### src/hw/pdp_consts.vh
// Constants of the port 6 data, pull-up and drive block
`ifndef PDP_CONSTS_VH
`define PDP_CONSTS_VH

// Register indices; byte address is four times the index
`define PDP_IDX_LATCH   24'hFFFFE5
`define PDP_IDX_PULLUP  24'hFF0015
`define PDP_IDX_DRIVE   24'hFF0035
`define PDP_IDX_DIR     24'hFFFFF5
`define PDP_IDX_MODE    24'hFFFFD5

// Upper byte-address bits that must be zero for a hit
`define PDP_ADDR_HI_ZERO 6'h00
// Byte offset inside the word of each register
`define PDP_WORD_LSBS   2'h0

// Reset value of every register
`define PDP_RST_REG     8'h00

// Port width
`define PDP_PORT_W      8

// AXI4-Lite response codes
`define PDP_RESP_OKAY   2'h0
`define PDP_RESP_DECERR 2'h3

`endif

### src/hw/pdp_reg8.v
// Eight-bit software register with write enable and synchronous clear
`timescale 1ns/10ps
`include "pdp_consts.vh"

module pdp_reg8 (
  clk,
  rst_n,
  wrEn,
  wrData,
  q
);
  input  wire       clk;     // System clock
  input  wire       rst_n;   // Synchronous reset, active low
  input  wire       wrEn;    // One-cycle write strobe
  input  wire [7:0] wrData;  // Value to store
  output wire [7:0] q;       // Stored value

  reg [7:0] q_r;             // Storage

  assign q = q_r;

  // Store on write, clear on reset
  always @(posedge clk) begin
    if (!rst_n) begin
      q_r <= `PDP_RST_REG;
    end else if (wrEn) begin
      q_r <= wrData;
    end
  end

endmodule // pdp_reg8

### src/hw/pdp_pin_cell.v
// Per-pin output, direction, pull-up and drive selection for one port pin
`timescale 1ns/10ps

module pdp_pin_cell (
  clk,
  rst_n,
  latchBit,
  dirBit,
  modeBit,
  pullBit,
  driveBit,
  periphOut,
  periphOe,
  pinOut,
  pinOe,
  pullUpEn,
  highDrive
);
  input  wire clk;        // System clock
  input  wire rst_n;      // Synchronous reset, active low
  input  wire latchBit;   // Stored output level
  input  wire dirBit;     // 1 output, 0 input
  input  wire modeBit;    // 0 general I/O, 1 mapped function
  input  wire pullBit;    // Pull-up request
  input  wire driveBit;   // High-current request
  input  wire periphOut;  // Mapped function output level
  input  wire periphOe;   // Mapped function drives the pin
  output reg  pinOut;     // Level toward the pad
  output reg  pinOe;      // Pad driver enable, high while driving
  output reg  pullUpEn;   // Pull-up device on
  output reg  highDrive;  // High-current drive on

  wire oeNxt;             // Driver enable before the flop
  wire outNxt;            // Output level before the flop
  wire isInput;           // Pin acts as an input in its current mode

  // Mapped function takes the pin when mode is 1, else general I/O
  assign oeNxt   = modeBit ? periphOe : dirBit;
  assign outNxt  = modeBit ? periphOut : latchBit;
  // General input or a mapped function that does not drive
  assign isInput = modeBit ? ~periphOe : ~dirBit;

  // Register every pad control so the pad sees clean levels
  always @(posedge clk) begin
    if (!rst_n) begin
      pinOut    <= 1'b0;
      pinOe     <= 1'b0;
      pullUpEn  <= 1'b0;
      highDrive <= 1'b0;
    end else begin
      pinOut    <= outNxt;
      pinOe     <= oeNxt;
      pullUpEn  <= pullBit & isInput;
      highDrive <= driveBit & oeNxt;
    end
  end

endmodule // pdp_pin_cell

### src/hw/pdp_port6.v
// Port 6 general-purpose pin block with its AXI4-Lite register slave
//
// Register access over AXI4-Lite is this design's own decision.
`timescale 1ns/10ps
`include "pdp_consts.vh"

module pdp_port6 #(
  parameter PORT_W = `PDP_PORT_W  // Number of pins
) (
  clk,
  rst_n,
  s_axi_awvalid,
  s_axi_awready,
  s_axi_awaddr,
  s_axi_wvalid,
  s_axi_wready,
  s_axi_wdata,
  s_axi_wstrb,
  s_axi_bvalid,
  s_axi_bready,
  s_axi_bresp,
  s_axi_arvalid,
  s_axi_arready,
  s_axi_araddr,
  s_axi_rvalid,
  s_axi_rready,
  s_axi_rdata,
  s_axi_rresp,
  pinIn,
  pinOut,
  pinOe,
  pullUpEn,
  highDrive,
  periphOut,
  periphOe,
  periphIn
);
  input  wire              clk;            // System clock, 10 MHz
  input  wire              rst_n;          // Synchronous reset, active low
  input  wire              s_axi_awvalid;  // Write address valid
  output wire              s_axi_awready;  // Write address ready
  input  wire [31:0]       s_axi_awaddr;   // Write byte address
  input  wire              s_axi_wvalid;   // Write data valid
  output wire              s_axi_wready;   // Write data ready
  input  wire [31:0]       s_axi_wdata;    // Write data
  input  wire [3:0]        s_axi_wstrb;    // Write byte enables
  output wire              s_axi_bvalid;   // Write response valid
  input  wire              s_axi_bready;   // Write response ready
  output wire [1:0]        s_axi_bresp;    // Write response code
  input  wire              s_axi_arvalid;  // Read address valid
  output wire              s_axi_arready;  // Read address ready
  input  wire [31:0]       s_axi_araddr;   // Read byte address
  output wire              s_axi_rvalid;   // Read data valid
  input  wire              s_axi_rready;   // Read data ready
  output wire [31:0]       s_axi_rdata;    // Read data
  output wire [1:0]        s_axi_rresp;    // Read response code
  input  wire [PORT_W-1:0] pinIn;          // Sampled pad levels
  output wire [PORT_W-1:0] pinOut;         // Pad output levels
  output wire [PORT_W-1:0] pinOe;          // Pad driver enables
  output wire [PORT_W-1:0] pullUpEn;       // Pull-up device enables
  output wire [PORT_W-1:0] highDrive;      // High-current drive enables
  input  wire [PORT_W-1:0] periphOut;      // Mapped function levels
  input  wire [PORT_W-1:0] periphOe;       // Mapped function enables
  output wire [PORT_W-1:0] periphIn;       // Pad levels to mapped functions

  // Write channel state
  reg  [31:0] awAddr_r;     // Held write address
  reg  [7:0]  wData_r;      // Held low data byte
  reg         wLane0_r;     // Held lane 0 enable
  reg         awHeld_r;     // Address captured, write pending
  reg         wHeld_r;      // Data captured, write pending
  reg         awready_r;    // Address ready flop
  reg         wready_r;     // Data ready flop
  reg         bvalid_r;     // Response valid flop
  reg  [1:0]  bresp_r;      // Response code flop
  // Read channel state
  reg         arready_r;    // Read address ready flop
  reg         rvalid_r;     // Read data valid flop
  reg  [7:0]  rdata_r;      // Read data byte flop
  reg  [1:0]  rresp_r;      // Read response code flop
  // Pad levels toward mapped functions
  reg  [PORT_W-1:0] periphIn_r;

  // Next values
  reg         awHeld_nxt;
  reg         wHeld_nxt;
  reg         bvalid_nxt;
  reg         rvalid_nxt;
  reg  [7:0]  rdData_nxt;   // Read mux result
  reg         rdHit_nxt;    // Read address maps to a register

  // Handshakes and decode
  wire        awTake;       // Write address taken this edge
  wire        wTake;        // Write data taken this edge
  wire        arTake;       // Read address taken this edge
  wire        doWrite;      // Both halves present, commit now
  wire        wrHit;        // Held write address maps to a register
  wire [4:0]  wrSel;        // Per-register write hit
  wire [4:0]  wrEn;         // Per-register write strobe

  // Register contents
  wire [7:0]  latchQ;       // Output data latch
  wire [7:0]  pullQ;        // Pull-up enables
  wire [7:0]  driveQ;       // Drive strength selects
  wire [7:0]  dirQ;         // Direction bits
  wire [7:0]  modeQ;        // Function select bits
  wire [7:0]  latchRead;    // Data register readback

  // True when a byte address selects the register at an index
  function hitIdx;
    input [31:0] addr;
    input [23:0] idx;
    begin
      hitIdx = (addr == {`PDP_ADDR_HI_ZERO, idx, `PDP_WORD_LSBS});
    end
  endfunction

  // Bus outputs straight from flops
  assign s_axi_awready = awready_r;
  assign s_axi_wready  = wready_r;
  assign s_axi_bvalid  = bvalid_r;
  assign s_axi_bresp   = bresp_r;
  assign s_axi_arready = arready_r;
  assign s_axi_rvalid  = rvalid_r;
  assign s_axi_rdata   = {24'h000000, rdata_r};
  assign s_axi_rresp   = rresp_r;
  assign periphIn      = periphIn_r;

  // Channel handshakes
  assign awTake  = s_axi_awvalid & awready_r;
  assign wTake   = s_axi_wvalid & wready_r;
  assign arTake  = s_axi_arvalid & arready_r;
  // Commit once both halves are held and no response is waiting
  assign doWrite = awHeld_r & wHeld_r & ~bvalid_r;

  // Write address decode
  assign wrSel[0] = hitIdx(awAddr_r, `PDP_IDX_LATCH);
  assign wrSel[1] = hitIdx(awAddr_r, `PDP_IDX_PULLUP);
  assign wrSel[2] = hitIdx(awAddr_r, `PDP_IDX_DRIVE);
  assign wrSel[3] = hitIdx(awAddr_r, `PDP_IDX_DIR);
  assign wrSel[4] = hitIdx(awAddr_r, `PDP_IDX_MODE);
  assign wrHit    = |wrSel;
  // Only lane 0 carries register bits; the latch takes the write
  // whatever the direction, so the level is ready when it turns output
  assign wrEn     = wrSel & {5{doWrite & wLane0_r}};

  // Write channel next state
  always @* begin
    awHeld_nxt = (awHeld_r | awTake) & ~doWrite;
    wHeld_nxt  = (wHeld_r | wTake) & ~doWrite;
    bvalid_nxt = doWrite | (bvalid_r & ~s_axi_bready);
  end

  // Write channel flops; ready drops while a half or a reply is held
  always @(posedge clk) begin
    if (!rst_n) begin
      awAddr_r  <= 32'h00000000;
      wData_r   <= `PDP_RST_REG;
      wLane0_r  <= 1'b0;
      awHeld_r  <= 1'b0;
      wHeld_r   <= 1'b0;
      awready_r <= 1'b0;
      wready_r  <= 1'b0;
      bvalid_r  <= 1'b0;
      bresp_r   <= `PDP_RESP_OKAY;
    end else begin
      // Capture address half
      if (awTake) begin
        awAddr_r <= s_axi_awaddr;
      end
      // Capture data half
      if (wTake) begin
        wData_r  <= s_axi_wdata[7:0];
        wLane0_r <= s_axi_wstrb[0];
      end
      // Reply code fixed at commit
      if (doWrite) begin
        bresp_r <= wrHit ? `PDP_RESP_OKAY : `PDP_RESP_DECERR;
      end
      awHeld_r  <= awHeld_nxt;
      wHeld_r   <= wHeld_nxt;
      bvalid_r  <= bvalid_nxt;
      awready_r <= ~awHeld_nxt & ~bvalid_nxt;
      wready_r  <= ~wHeld_nxt & ~bvalid_nxt;
    end
  end

  // Software registers
  pdp_reg8 uLatch (
    .clk    (clk),
    .rst_n  (rst_n),
    .wrEn   (wrEn[0]),
    .wrData (wData_r),
    .q      (latchQ)
  );

  pdp_reg8 uPull (
    .clk    (clk),
    .rst_n  (rst_n),
    .wrEn   (wrEn[1]),
    .wrData (wData_r),
    .q      (pullQ)
  );

  pdp_reg8 uDrive (
    .clk    (clk),
    .rst_n  (rst_n),
    .wrEn   (wrEn[2]),
    .wrData (wData_r),
    .q      (driveQ)
  );

  pdp_reg8 uDir (
    .clk    (clk),
    .rst_n  (rst_n),
    .wrEn   (wrEn[3]),
    .wrData (wData_r),
    .q      (dirQ)
  );

  pdp_reg8 uMode (
    .clk    (clk),
    .rst_n  (rst_n),
    .wrEn   (wrEn[4]),
    .wrData (wData_r),
    .q      (modeQ)
  );

  // Data readback: latch for outputs, pad level for inputs
  assign latchRead = (dirQ & latchQ) | (~dirQ & pinIn);

  // Read mux on the offered address; unmapped reads return zero
  always @* begin
    rdData_nxt = `PDP_RST_REG;
    rdHit_nxt  = 1'b1;
    if (hitIdx(s_axi_araddr, `PDP_IDX_LATCH)) begin
      rdData_nxt = latchRead;
    end else if (hitIdx(s_axi_araddr, `PDP_IDX_PULLUP)) begin
      rdData_nxt = pullQ;
    end else if (hitIdx(s_axi_araddr, `PDP_IDX_DRIVE)) begin
      rdData_nxt = driveQ;
    end else if (hitIdx(s_axi_araddr, `PDP_IDX_DIR)) begin
      rdData_nxt = dirQ;
    end else if (hitIdx(s_axi_araddr, `PDP_IDX_MODE)) begin
      rdData_nxt = modeQ;
    end else begin
      rdHit_nxt = 1'b0;
    end
  end

  // Read channel next state
  always @* begin
    rvalid_nxt = arTake | (rvalid_r & ~s_axi_rready);
  end

  // Read channel flops; data is sampled at the address edge
  always @(posedge clk) begin
    if (!rst_n) begin
      arready_r <= 1'b0;
      rvalid_r  <= 1'b0;
      rdata_r   <= `PDP_RST_REG;
      rresp_r   <= `PDP_RESP_OKAY;
    end else begin
      // Latch answer with the address
      if (arTake) begin
        rdata_r <= rdData_nxt;
        rresp_r <= rdHit_nxt ? `PDP_RESP_OKAY : `PDP_RESP_DECERR;
      end
      rvalid_r  <= rvalid_nxt;
      arready_r <= ~rvalid_nxt;
    end
  end

  // Pad levels handed on to the mapped functions
  always @(posedge clk) begin
    if (!rst_n) begin
      periphIn_r <= {PORT_W{1'b0}};
    end else begin
      periphIn_r <= pinIn;
    end
  end

  // One pin cell per pad
  genvar gi;
  generate
    for (gi = 0; gi < PORT_W; gi = gi + 1) begin : gPin
      pdp_pin_cell uCell (
        .clk       (clk),
        .rst_n     (rst_n),
        .latchBit  (latchQ[gi]),
        .dirBit    (dirQ[gi]),
        .modeBit   (modeQ[gi]),
        .pullBit   (pullQ[gi]),
        .driveBit  (driveQ[gi]),
        .periphOut (periphOut[gi]),
        .periphOe  (periphOe[gi]),
        .pinOut    (pinOut[gi]),
        .pinOe     (pinOe[gi]),
        .pullUpEn  (pullUpEn[gi]),
        .highDrive (highDrive[gi])
      );
    end
  endgenerate

endmodule // pdp_port6

### config.mk
export PLATFORM = sky130hd
export DESIGN_NAME = pdp_port6
export DESIGN_NICKNAME = d
export VERILOG_FILES = /design/src/hw/pdp_reg8.v /design/src/hw/pdp_pin_cell.v /design/src/hw/pdp_port6.v
export VERILOG_INCLUDE_DIRS = /design/src /design/src/hw
export SDC_FILE = /design/constraint.sdc
export NUM_CORES = 1
export LEC_CHECK = 0
export BUFFER_PORTS_ARGS = -buffer_cell sky130_fd_sc_hd__buf_2
export CAP_MARGIN = 10
export CORE_MARGIN = 4
export CORE_UTILIZATION = 54
export DETAILED_ROUTE_END_ITERATION = 16
export HOLD_SLACK_MARGIN = 0.15
export PLACE_DENSITY = 0.95
export SYNTH_ARGS = -nofsm -noshare
export SYNTH_HDL_FRONTEND = slang
export SYNTH_SLANG_ARGS = --single-unit
### constraint.sdc
create_clock -name clk -period 6.3 [get_ports clk]
set_input_delay 0.63 -clock clk [delete_from_list [all_inputs] [get_ports clk]]
set_output_delay 0.63 -clock clk [all_outputs]
set_load 0.03 [all_outputs]
==> impl_metrics.toml <==
[pwr]
ir_drop_mv = 0.255
p_per_area_nw_per_um2 = 307
p_leak_nw = 3.15

[clocking]
clkTransAtPathRegs_ns = 0.06
holdBufCountCts = 0
cts_buffer_depth = 2
cts_root_buf = "clkbuf_8"
htree_levels = 4
postCtsSetupRepairBufs = 0
post_cts_resized = 0
clk_latency_ns = 0.53
cts_inserted_buffers = 17
cts_tree = "done"
clkSinkCount = 138

[setup_path]
path_cells = "or4_1, or4_4, or4_4, mux2i_1, nor2b_1"
arrival_ns = 2.99
r2r_cells = 5
critPathCaptureType = "register"
cp_slowest_cell = "or4_4"
reg2reg_to = "uLatch.q[4]"
r2r-start = "awAddr_r[28]"
slowest_delay_ns = 0.66
setup.worst_path.class = "register to register"
critPathMaxFanout = 8
startpoint_type = "register"
regToRegSetupSlack_ns = 3.72
cpMostUsedCell = "or4_4"
required_ns = 6.71

[detailed_routing]
drtPass1Iterations = 4
drt-wirelength-per-cell_um = 15.8
routed_wl_um = 14400
first_iter_violations = 223
ant_nets = 0
via_count = 4757
vias_per_cell = 5.24
drc = 0

[worst_hold_path]
hold_depth = 2
whs_endpoint = "periphIn[6]"
hold_class = "input port to register"
hp-start = "pinIn[6]"

[floorplan]
start_util_pct = 55.2
ios = 212
core_area_um2 = 10800
dieArea_um2 = 12800
dieHeight_um = 113
fp-row-count = 38
die_w_um = 113

[timing]
finalCriticalPeriod_ns = 2.58
setup_violations = 0
fin_crit_sh_pct = 41.0
relSlewSlack_pct = 25.8
hold_ws_ns = 0.318
tns_ns = 0
max_freq_ghz = 0.387
slew_violations = 0
hold_violations = 0
rsz0062_at_grt = "no"
finalClockSkew_ns = 0.0114
worst_slew_pin_slew_ns = 1.11

[yosys]
synth_area_leaders = "dfxtp_1 46%, mux2i_1 9.4%, buf_4 7.3%, nor2b_1 6.7%, nand2_1 6.0%"
avgSynthCellArea_um2 = 9.38
synth_edf_count = 0
synth_most_common_cell = "dfxtp_1"
synthArstFlopShare_pct = 0
synth_top_area_share_pct = 46.1
ys_top_cells_by_count = "138 x dfxtp_1, 96 x nand2_1, 64 x nor2b_1, 58 x buf_4, 56 x mux2i_1"
ys_types = 43
ys_ff_latch = 138
yosys.area.top_type = "dfxtp_1"
ys_seq_area_share_pct = 46.1
ys.flop_type = "dfxtp_1"
synthCells = 638
syn_area_um2 = 5990
yosysWarnings = 0

[final_layout]
regArea_um2 = 2760
num-fill-cells = 818
multiInputGateArea_um2 = 2770
syn_to_final_growth_pct = 20.8
final_nets = 885
final_layout_size_suffix_gt1_share_pct = 27.2

[global_routing]
antenna_found_initial = 1
grt_usage_pct = 22.3
grt_first_pass_wirelength_um = 22800
grt_max_degree = 66
grt_pass1_vias = 4768
grt-ovfl-total = 0

[placement]
gp_congestion = 0.811
dp_hpwl_um = 9900
port-buffer-count = 160

[flow_run]
maxCapViolations = 0

[outcome]
status = "finished clean"
report_power, final:
group | total, W | internal, W | switching [W]
Clock | 0.00116 | 0.000777 | 0.000387
Sequential | 0.000908 | 0.000893 | 0.0000151
Combinational | 0.000152 | 0.0000572 | 0.0000944
Total | 0.00222 | 0.00173 | 0.000496
layer usage:
layer  vias to the layer above  track usage (%)  routed length, um
li1                       2333                -                  -
met1                      2221             26.7               6040
met2                       167             37.3               6850
met3                        34             6.10               1170
met4                         2             10.3                312
met5                         -                0                 12
worst max path at each step:
stage | from | to | depth (start not counted)
global placement | s_axi_araddr[1] | rdata_r[0] | 6
detailed placement | s_axi_araddr[1] | rdata_r[0] | 6
CTS | awAddr_r[28] | uLatch.q[4] | 5
finish | awAddr_r[28] | uLatch.q[4] | 5
global route | awAddr_r[28] | uMode.q[7] | 5
floorplan | awAddr_r[28] | uLatch.q[0] | 6
placed cells by master (no fill, tap or decap), types with 10 or more instances in the layout:
cell	count
buf_2	160
dfxtp_1	138
nand2_1	96
nor2b_1	64
mux2i_1	56
a21boi_0	43
conb_1	24
and2_1	20
nor2_1	19
a21oi_1	16
clkbuf_16	16
a22o_1	12
and3_1	10
logic make-up after synthesis:
logic type,after synthesis,share of synthesized area [%]
muxes,64,10.9
other,1,0.0626
AOI/OAI and AO/OA,92,11.0
DFF,138,46.1
and+or+nand+nor,254,22.6
buffers and inverters,89,9.38
area by class of cell:
type / count / area share [%]
Antenna cell: 1 / 0.0346
Multi-Input combinational cell: 434 / 38.3
Tap cell: 140 / 2.42
Timing Repair Buffer: 163 / 11.4
Clock buffer: 18 / 5.92
Sequential cell: 138 / 38.2
Clock inverter: 14 / 3.69
worst max-delay path: cells and delay by family (launching register included):
family / cells / cell delay, ns
mux: 1 / 0.23
flops: 1 / 0.31
simple gates: 4 / 1.92
registers in the layout, indices dropped and copies added, names as in the netlist, 8 cells and up:
| signal | flops |
|---|---|
| gPin.uCell.pullUpEn | 8 |
| uPull.q | 8 |
| uMode.q | 8 |
| gPin.uCell.pinOe | 8 |
| gPin.uCell.pinOut | 8 |
| wData_r | 8 |
| uLatch.q | 8 |
| awAddr_r | 32 |
| uDrive.q | 8 |
| periphIn | 8 |
| uDir.q | 8 |
| gPin.uCell.highDrive | 8 |
| rdata_r | 8 |
stage by stage:
stage                     util, %  setup slack, ns  cell area (um2)  instances  total power, W
after floorplan                 -             3.96             6070        661         0.00103
after global placement       60.3             3.66             6530        875         0.00107
after detailed placement     60.3             3.63             6530        875         0.00108
after CTS                    66.7             3.70             7230        907         0.00223
after global routing         66.7             3.63             7230        907         0.00229
final                        66.7             3.72             7230        908         0.00222
Power figures use the tool's default switching activity.
